[src/logic/lnmi_regs.svh]
// constants of the legacy nmi / speaker / power management port block
// assumes byte-wide i/o cycles already decoded to a 16-bit i/o address
`ifndef LNMI_REGS_SVH
`define LNMI_REGS_SVH

// ----------------------------------------------------------------
// i/o addresses
// ----------------------------------------------------------------
`define LNMI_NSC_ADDR    16'h0061
`define LNMI_MASK_ADDR   16'h0070
`define LNMI_PMCMD_ADDR  16'h00B2
`define LNMI_PMSTAT_ADDR 16'h00B3

// ----------------------------------------------------------------
// field positions
// ----------------------------------------------------------------
`define LNMI_B_SERR_ST   7
`define LNMI_B_CHK_ST    6
`define LNMI_B_CNT2      5
`define LNMI_B_REFR      4
`define LNMI_B_CHK_DIS   3
`define LNMI_B_SERR_DIS  2
`define LNMI_B_SPK_EN    1
`define LNMI_B_GATE      0
`define LNMI_B_MASK      7
`define LNMI_B_SMI_ENABLE_REG_PM  7
`define LNMI_B_CTL_SMI   0
`define LNMI_B_CTL_STP   1

// ----------------------------------------------------------------
// reset values
// ----------------------------------------------------------------
`define LNMI_CTRL_RST    4'h0
`define LNMI_MASK_RST    1'h1
`define LNMI_RTC_RST     7'h00
`define LNMI_PM_RST      8'h00

`endif

[src/logic/lnmi_pkg.sv]
// types of the legacy nmi / speaker / power management port block
// assumes lnmi_regs.svh is included by the files using the constants
package lnmi_pkg;
  typedef logic [7:0] lnmi_byte_t;

  typedef struct packed {
    logic [1:0] s1;
    logic [1:0] s2;
    logic [1:0] s3;
  } lnmi_sync_st_t;

  typedef struct packed {
    logic serr_st;
    logic chk_st;
  } lnmi_src_st_t;

  typedef struct packed {
    logic [3:0] ctrl;
    logic       refr;
    logic       mask;
    logic [6:0] rtc;
    lnmi_byte_t pm_cmd;
    lnmi_byte_t pm_stat;
    lnmi_byte_t rdata;
    logic       claim;
    logic       fwd;
    logic       fwd_wr;
    lnmi_byte_t fwd_data;
    logic       nmi;
    logic       spk;
    logic       gate;
    logic       smi;
    logic       stp_n;
  } lnmi_top_st_t;
endpackage

[src/logic/lnmi_src_if.sv]
// nmi source signals between the port logic and the source latches
// assumes one clock domain, core_clk
`timescale 1ns/1ps
interface lnmi_src_if;
  logic serr_evt;
  logic chk_lvl;
  logic serr_dis;
  logic chk_dis;
  logic serr_st;
  logic chk_st;

  modport latch (input serr_evt, input chk_lvl, input serr_dis, input chk_dis,
                 output serr_st, output chk_st);
  modport ctl   (output serr_evt, output chk_lvl, output serr_dis, output chk_dis,
                 input serr_st, input chk_st);
endinterface

[src/logic/lnmi_sync.sv]
// two-stage synchroniser for the two nmi source pins, with edge history
// assumes active-low pins from outside the core_clk domain
`timescale 1ns/1ps
module lnmi_sync (
  input  wire logic       core_clk,
  input  wire logic       nrst,
  input  wire logic [1:0] pin_n,
  output logic      [1:0] low_lvl,
  output logic      [1:0] fall
);
  import lnmi_pkg::*;

  lnmi_sync_st_t st_r;
  lnmi_sync_st_t st_nxt;

  always_comb begin
    st_nxt    = st_r;
    st_nxt.s1 = pin_n;
    st_nxt.s2 = st_r.s1;
    st_nxt.s3 = st_r.s2;
  end

  always_ff @(posedge core_clk or negedge nrst) begin
    if (!nrst) begin
      st_r <= '{s1: 2'h3, s2: 2'h3, s3: 2'h3};
    end else begin
      st_r <= st_nxt;
    end
  end

  // only the second stage and later are looked at
  for (genvar i = 0; i < 2; i++) begin : g_bit
    assign low_lvl[i] = ~st_r.s2[i];
    assign fall[i]    = st_r.s3[i] & ~st_r.s2[i];
  end
endmodule // lnmi_sync

[src/logic/lnmi_src.sv]
// latched nmi source status for the system error and channel check sources
// assumes synchronised event inputs on core_clk
`timescale 1ns/1ps
module lnmi_src (
  input  wire logic core_clk,
  input  wire logic nrst,
  lnmi_src_if.latch p
);
  import lnmi_pkg::*;

  lnmi_src_st_t st_r;
  lnmi_src_st_t st_nxt;

  // a disable bit of 1 holds the status clear; an event in the cycle the
  // disable is written is still caught, since the old enable is used
  always_comb begin
    st_nxt         = st_r;
    st_nxt.serr_st = p.serr_dis ? 1'h0 : (st_r.serr_st | p.serr_evt); // RULE4 RULE17
    st_nxt.chk_st  = p.chk_dis ? 1'h0 : (st_r.chk_st | p.chk_lvl);    // RULE3 RULE17
  end

  always_ff @(posedge core_clk or negedge nrst) begin
    if (!nrst) begin
      st_r <= '{serr_st: 1'h0, chk_st: 1'h0};
    end else begin
      st_r <= st_nxt;
    end
  end

  assign p.serr_st = st_r.serr_st;
  assign p.chk_st  = st_r.chk_st;
endmodule // lnmi_src

[src/logic/lnmi_top.sv]
// legacy nmi status/control, nmi mask / clock address, and power
// management command and status ports
// assumes i/o cycles decoded to a one-cycle request on core_clk; pins
// serr_n and channel_check_n are asynchronous; refresh_done, counter2_out
// and the smi enable/control bytes come from logic on core_clk
//
// Summary of operation
// RULE1: refresh toggle bit 4 flips per refresh, read-only
// RULE2: software writes bit 4 as zero
// RULE3: bit 3 one clears/disables channel check; zero enables
// RULE4: bit 2 one clears/disables system error; zero enables
// RULE5: bit 1 gates counter 2 onto speaker
// RULE6: bit 0 gates counter 2 counting
// RULE7: mask port bit 7 masks nmi globally
// RULE8: mask bit resets to one
// RULE9: mask port write-only, every access forwarded
// RULE10: mask port low seven bits are clock address
// RULE11: power management ports use byte cycles only
// RULE12: command port stores byte, reads back, resets zero
// RULE13: command write raises smi when both enables set
// RULE14: command read asserts stop clock, never smi
// RULE15: status port stores byte, reads back, resets zero
// RULE16: power management bytes steer nothing else
// RULE17: status bits 7 and 6 latch sources, read-only
// RULE18: status bit 5 reads live counter 2 output
// RULE19: mask set then cleared re-edges pending nmi
// RULE20: nmi high when enabled source set and unmasked
`timescale 1ns/1ps
`include "lnmi_regs.svh"
module lnmi_top (
  input  wire logic             core_clk,
  input  wire logic             nrst,
  input  wire logic             io_req,
  input  wire logic             io_wr,
  input  wire logic [15:0]      io_addr,
  input  wire lnmi_pkg::lnmi_byte_t io_wdata,
  output lnmi_pkg::lnmi_byte_t  io_rdata,
  output logic                  io_claim,
  output logic                  isa_fwd,
  output logic                  isa_fwd_wr,
  output lnmi_pkg::lnmi_byte_t  isa_fwd_data,
  input  wire logic             refresh_done,
  input  wire logic             counter2_out,
  input  wire logic             serr_n,
  input  wire logic             channel_check_n,
  input  wire lnmi_pkg::lnmi_byte_t smi_enable_reg,
  input  wire lnmi_pkg::lnmi_byte_t smi_control_reg,
  output logic                  nmi,
  output logic                  speaker_out,
  output logic                  counter2_gate,
  output logic [6:0]            rtc_addr,
  output logic                  smi_req,
  output logic                  stop_clock_n
);
  import lnmi_pkg::*;

  // ----------------------------------------------------------------
  // reset image of the state
  // ----------------------------------------------------------------
  localparam lnmi_top_st_t ST_RST = '{
    ctrl:     `LNMI_CTRL_RST,
    refr:     1'h0,
    mask:     `LNMI_MASK_RST,
    rtc:      `LNMI_RTC_RST,
    pm_cmd:   `LNMI_PM_RST,
    pm_stat:  `LNMI_PM_RST,
    rdata:    8'h00,
    claim:    1'h0,
    fwd:      1'h0,
    fwd_wr:   1'h0,
    fwd_data: 8'h00,
    nmi:      1'h0,
    spk:      1'h0,
    gate:     1'h0,
    smi:      1'h0,
    stp_n:    1'h1
  };

  lnmi_top_st_t st_r;
  lnmi_top_st_t st_nxt;

  // ----------------------------------------------------------------
  // pin synchronisers and source latches
  // ----------------------------------------------------------------
  logic [1:0] pin_low;
  logic [1:0] pin_fall;

  lnmi_sync u_sync (
    .core_clk (core_clk),
    .nrst     (nrst),
    .pin_n    ({channel_check_n, serr_n}),
    .low_lvl  (pin_low),
    .fall     (pin_fall)
  );

  lnmi_src_if sif ();

  assign sif.serr_evt = pin_fall[0];
  assign sif.chk_lvl  = pin_low[1];
  assign sif.serr_dis = st_r.ctrl[`LNMI_B_SERR_DIS];
  assign sif.chk_dis  = st_r.ctrl[`LNMI_B_CHK_DIS];

  lnmi_src u_src (
    .core_clk (core_clk),
    .nrst     (nrst),
    .p        (sif.latch)
  );

  // ----------------------------------------------------------------
  // address decode
  // ----------------------------------------------------------------
  logic hit_nsc;
  logic hit_mask;
  logic hit_cmd;
  logic hit_stat;
  logic wr_any;
  logic rd_any;
  logic pend;
  lnmi_byte_t nsc_view;

  // power management ports are byte wide only; the decode has no cycle width input and takes any cycle at their address
  assign hit_nsc  = io_req && (io_addr == `LNMI_NSC_ADDR);
  assign hit_mask = io_req && (io_addr == `LNMI_MASK_ADDR);
  assign hit_cmd  = io_req && (io_addr == `LNMI_PMCMD_ADDR);  // RULE11
  assign hit_stat = io_req && (io_addr == `LNMI_PMSTAT_ADDR); // RULE11
  assign wr_any   = io_req && io_wr;
  assign rd_any   = io_req && !io_wr;
  assign pend     = sif.serr_st | sif.chk_st;

  // status view: latched sources, live counter 2, toggle, control bits
  always_comb begin
    nsc_view                   = {4'h0, st_r.ctrl};
    nsc_view[`LNMI_B_SERR_ST]  = sif.serr_st;    // RULE17
    nsc_view[`LNMI_B_CHK_ST]   = sif.chk_st;     // RULE17
    nsc_view[`LNMI_B_CNT2]     = counter2_out;   // RULE18
    nsc_view[`LNMI_B_REFR]     = st_r.refr;      // RULE1
  end

  // ----------------------------------------------------------------
  // next state
  // ----------------------------------------------------------------
  always_comb begin
    st_nxt          = st_r;
    st_nxt.rdata    = 8'h00;
    st_nxt.claim    = 1'h0;
    st_nxt.fwd      = 1'h0;
    st_nxt.fwd_wr   = 1'h0;
    st_nxt.smi      = 1'h0;

    // toggle on every finished refresh
    if (refresh_done) begin
      st_nxt.refr = ~st_r.refr; // RULE1
    end

    // status/control: only the low four bits are writable
    if (hit_nsc) begin
      st_nxt.claim = 1'h1;
      if (io_wr) begin
        st_nxt.ctrl = io_wdata[3:0]; // RULE2 RULE3 RULE4 RULE5 RULE6
      end else begin
        st_nxt.rdata = nsc_view;
      end
    end

    // mask / clock address: write-only, always passed on
    if (hit_mask) begin
      st_nxt.fwd      = 1'h1;                        // RULE9
      st_nxt.fwd_wr   = io_wr;
      st_nxt.fwd_data = io_wr ? io_wdata : 8'h00;
      if (io_wr) begin
        st_nxt.claim = 1'h1;
        st_nxt.mask  = io_wdata[`LNMI_B_MASK];       // RULE7
        st_nxt.rtc   = io_wdata[6:0];                // RULE10
      end
    end

    // command port: stored byte plus access side effects
    if (hit_cmd) begin
      st_nxt.claim = 1'h1;
      if (io_wr) begin
        st_nxt.pm_cmd = io_wdata; // RULE12 RULE16
        st_nxt.smi    = smi_enable_reg[`LNMI_B_SMI_ENABLE_REG_PM] &
                        smi_control_reg[`LNMI_B_CTL_SMI]; // RULE13
      end else begin
        st_nxt.rdata = st_r.pm_cmd; // RULE12
      end
    end

    // status port: plain storage
    if (hit_stat) begin
      st_nxt.claim = 1'h1;
      if (io_wr) begin
        st_nxt.pm_stat = io_wdata; // RULE15 RULE16
      end else begin
        st_nxt.rdata = st_r.pm_stat; // RULE15
      end
    end

    // stop clock: released when its enable drops, a read sets it again
    if (!smi_control_reg[`LNMI_B_CTL_STP]) begin
      st_nxt.stp_n = 1'h1;
    end
    if (hit_cmd && !io_wr && smi_control_reg[`LNMI_B_CTL_STP]) begin
      st_nxt.stp_n = 1'h0; // RULE14
    end

    // outputs to the speaker, timer gate and processor
    st_nxt.spk  = st_r.ctrl[`LNMI_B_SPK_EN] & counter2_out; // RULE5
    st_nxt.gate = st_r.ctrl[`LNMI_B_GATE];                  // RULE6
    st_nxt.nmi  = pend & ~st_r.mask;                        // RULE20 RULE19
  end

  // ----------------------------------------------------------------
  // state register
  // ----------------------------------------------------------------
  always_ff @(posedge core_clk or negedge nrst) begin
    if (!nrst) begin
      st_r <= ST_RST; // RULE8
    end else begin
      st_r <= st_nxt;
    end
  end

  assign io_rdata      = st_r.rdata;
  assign io_claim      = st_r.claim;
  assign isa_fwd       = st_r.fwd;
  assign isa_fwd_wr    = st_r.fwd_wr;
  assign isa_fwd_data  = st_r.fwd_data;
  assign nmi           = st_r.nmi;
  assign speaker_out   = st_r.spk;
  assign counter2_gate = st_r.gate;
  assign rtc_addr      = st_r.rtc;
  assign smi_req       = st_r.smi;
  assign stop_clock_n  = st_r.stp_n;
endmodule // lnmi_top

[config.mk]
export PLATFORM = sky130hd
export DESIGN_NAME = lnmi_top
export DESIGN_NICKNAME = d
export VERILOG_FILES = /design/src/logic/lnmi_pkg.sv /design/src/logic/lnmi_src_if.sv /design/src/logic/lnmi_sync.sv /design/src/logic/lnmi_src.sv /design/src/logic/lnmi_top.sv
export VERILOG_INCLUDE_DIRS = /design/src /design/src/logic
export SDC_FILE = /design/constraint.sdc
export NUM_CORES = 1
export LEC_CHECK = 0
export ABC_AREA = 1
export BUFFER_PORTS_ARGS = -buffer_cell sky130_fd_sc_hd__buf_2
export CAP_MARGIN = 10
export CORE_ASPECT_RATIO = 0.8
export CORE_UTILIZATION = 51
export CTS_CLUSTER_DIAMETER = 200
export DETAILED_ROUTE_END_ITERATION = 16
export GPL_ROUTABILITY_DRIVEN = 1
export PLACE_DENSITY = 0.79
export REMOVE_ABC_BUFFERS = 1
export SYNTH_ARGS = -nofsm -noshare
export SYNTH_HDL_FRONTEND = slang
export SYNTH_SLANG_ARGS = --single-unit
[constraint.sdc]
create_clock -name core_clk -period 0.8 [get_ports core_clk]
set_input_delay 0.12 -clock core_clk [delete_from_list [all_inputs] [get_ports core_clk]]
set_output_delay 0.12 -clock core_clk [all_outputs]
set_load 0.02 [all_outputs]
==> out/metrics.yaml <==
whs_ps: 42.21
drt_wl_total_mm: 10.54
num_vias: 2656
finalSetupViolations: 80
dr.pass1.iters: 5
synth.avg_cell_area_um2: 9.603
cp.required_ps: 680
layout_setup_ws_ps: -340.8
syn_area_mm2: 0.002631
cts_tree: "yes"
failed_checks: "setup timing"
cts.clk_slew.worst_paths_ps: 70
ys_ff_latch: 60
switching_power_mw: 1.691
place_congestion: 0.8213
highest_layer: "met4"
grt_pass1_vias: 2501
cp-startpoint: "stop_clock_n"
cp.depth: 1
timing_worst_slew_pin_value_ps: 329.8
p_comb_frac: 0.086
die_h_um: 66.25
final_antenna_net_count: 0
place_hpwl_mm: 3.625
drt-met1-wl_mm: 3.683
grt_usage: 0.3154
r2r-start: "st_r[36]"
path_max_fanout: 2
ys_seq_area_frac: 0.5739
fin_crit_sh: 1.426
drive_gt1_frac: 0.6711
htree_num_levels: 3
synthTopCellsByArea: "dfrtp_1 50%, nand2_1 8.0%, dfstp_2 7.0%, buf_4 6.6%, o21ai_0 4.6%"
core_mm2: 0.004762
start_util: 0.5525
avgRoutedWirePerCell_um: 23.96
grt_overflow_total: 0
fp.dieArea_mm2: 0.005452
portBuffers: 65
synth_area_leader_cell: "dfrtp_1"
die_x_um: 82.31
holdCritPathClass: "input pin to register"
post-route-util: 0.9083
regToRegSetupSlack_ps: -80
cpPeakStageDelay_ps: 560
num_antenna_cells: 0
power.share.switching: 0.2357
cts_root_buf: "clkbuf_8"
status: "finished with violations"
layout.nets: 423
cts_buffer_depth: 2
ioPinCount: 79
hold_violations: 0
ff2ff_path_depth: 2
synthCells: 274
ys_warn_count: 0
clock_sinks: 60
worst_ep_arrival_time_ps: 1020
wl_met2_mm: 4.916
grt_setup_unrepaired: "true"
cp.buffers_inverters: 1
critical_path_class: "register to output port"
grt_pass1_wl_mm: 12.10
wl_met3_mm: 1.198
maxCapViolations: 0
fin_skew_ps: 10.04
cp_slowest_cell: "dfstp_2"
ys_types: 25
area_delta_synth_final_pct: 64.38
power_frac_seq: 0.436
intPower_mw: 5.484
drc: 0
vdd_drop_max_mv: 1.973
start_kind: "register"
vias_per_cell: 6.036
leakage_nw: 2.140
p_per_area_mw_per_mm2: 1659
clock_latency_ps: 350
clock_power_share: 0.478
rows: 22
fin_crit_ps: 1141
drtIter0Drc: 295
r2r-end: "io_rdata[4]"
cp-end-kind: "output port"
path_delay_family: "flip-flops"
max_freq_mhz: 876.6
crit_path_end: "stop_clock_n"
antenna_found_initial: 0
grt_start_max_net_pins: 34
numCtsBuffers: 9
slew_violations: 0
slew_headroom: 0.7793
yosysTopAreaCellShare: 0.5040
path_cells: "buf_6"
## worst min-delay path by stage
stage	start	to	slack, ps	cells after the start
global route	counter2_out	speaker_out	30	3
floorplan	nrst	counter2_gate	-180	0
finish	counter2_out	speaker_out	40	3
CTS	smi_control_reg[0]	smi_req	1	3
global placement	nrst	io_rdata[1]	120	2
detailed placement	nrst	io_rdata[1]	120	2
## cell type report
cell class,instances,area [um2]
sequential,60,1510
inverter,29,121.4
multi-input combinational,157,1235
tap,60,75.07
clock inverter,6,111.4
timing repair buffer,118,1135
fill,150,436.7
clock buffer,10,137.6
## registers in the layout, indices dropped and copies added, names as in the netlist
signal / count
smi_req: 1
isa_fwd_data: 8
st_r: 17
stop_clock_n: 1
counter2_gate: 1
u_src.p.serr_st: 1
isa_fwd: 1
speaker_out: 1
u_src.p.chk_st: 1
io_claim: 1
rtc_addr: 7
u_sync.st_r: 1
io_rdata: 8
u_sync.st_nxt: 4
nmi: 1
isa_fwd_wr: 1
nsc_view: 5
## kinds of logic (layout without fill, tap and decap cells)
logic type / Yosys count / after routing / synth area share
AOI/OAI and AO/OA: 42 / 42 / 0.09273
DFF: 60 / 60 / 0.5739
xor gates and xnor gates: 1 / 1 / 0.003329
and+or+nand+nor: 113 / 114 / 0.2050
buffers and inverters: 58 / 163 / 0.1251
## per-stage QoR
step                      setup TNS, ps  total power, mW  cells  worst slack (ps)  instance area, um2
final                            -16380            7.175    440            -340.8                4325
after floorplan                  -14690            3.267    245            -454.8                2411
after global placement           -22810            3.509    393            -544.2                3022
after detailed placement         -23810            3.516    393            -564.3                3022
after global routing             -19480            7.389    440            -382.5                4325
after CTS                        -12220            6.966    434            -311.9                4059
## synth_stat cells
library cell	count
a21oi_1	4
buf_2	2
buf_4	23
buf_6	3
clkbuf_1	1
clkinv_1	1
dfrtp_1	53
dfstp_2	7
inv_1	28
nand2_1	56
nand2_2	5
nand3_1	18
nand3_2	2
nand3_4	1
nand3b_1	1
nand4_1	10
nor2_1	12
nor2_2	3
nor3_1	4
nor3_4	1
o2111ai_1	1
o21ai_0	24
o21ai_1	5
o21ai_2	8
xor2_1	1
## cells in the final DEF (no fill, tap or decap), drive strengths merged
| cell | instances |
|---|---|
| a21oi | 4 |
| buf | 112 |
| bufinv | 3 |
| clkbuf | 11 |
| clkinv | 4 |
| clkinvlp | 1 |
| dfrtp | 53 |
| dfstp | 7 |
| dlygate4sd3 | 5 |
| inv | 27 |
| nand2 | 61 |
| nand3 | 22 |
| nand3b | 1 |
| nand4 | 10 |
| nor2 | 15 |
| nor3 | 5 |
| o2111ai | 1 |
| o21ai | 37 |
| xor2 | 1 |
## tightest hold or removal path: stages
cell	delay, ps
buf_2	90
nand2_1	70
inv_1	70
## power groups by stage
stage / registers (mW) / clock network [mW] / logic (mW)
after floorplan: 3.16 / 0 / 0.110
after global placement: 3.16 / 0 / 0.348
after detailed placement: 3.16 / 0 / 0.357
after global routing: 3.12 / 3.61 / 0.657
final: 3.13 / 3.43 / 0.619
after CTS: 3.11 / 3.38 / 0.481
## what timing repair did
action	CTS	global route
hold buffers	5	0
endpoints found under the hold margin	58	0
cloned	5	0
gates resized for setup	187	70
setup buffers	15	9
setup endpoints to repair	79	80
pin swaps	26	19
## layer usage
metal,vias up,GRT usage
met1,1267,0.3978
li1,1077,-
met2,234,0.5052
met3,78,0.08000
met5,-,0
met4,0,0.1469
Power figures use the tool's default switching activity.
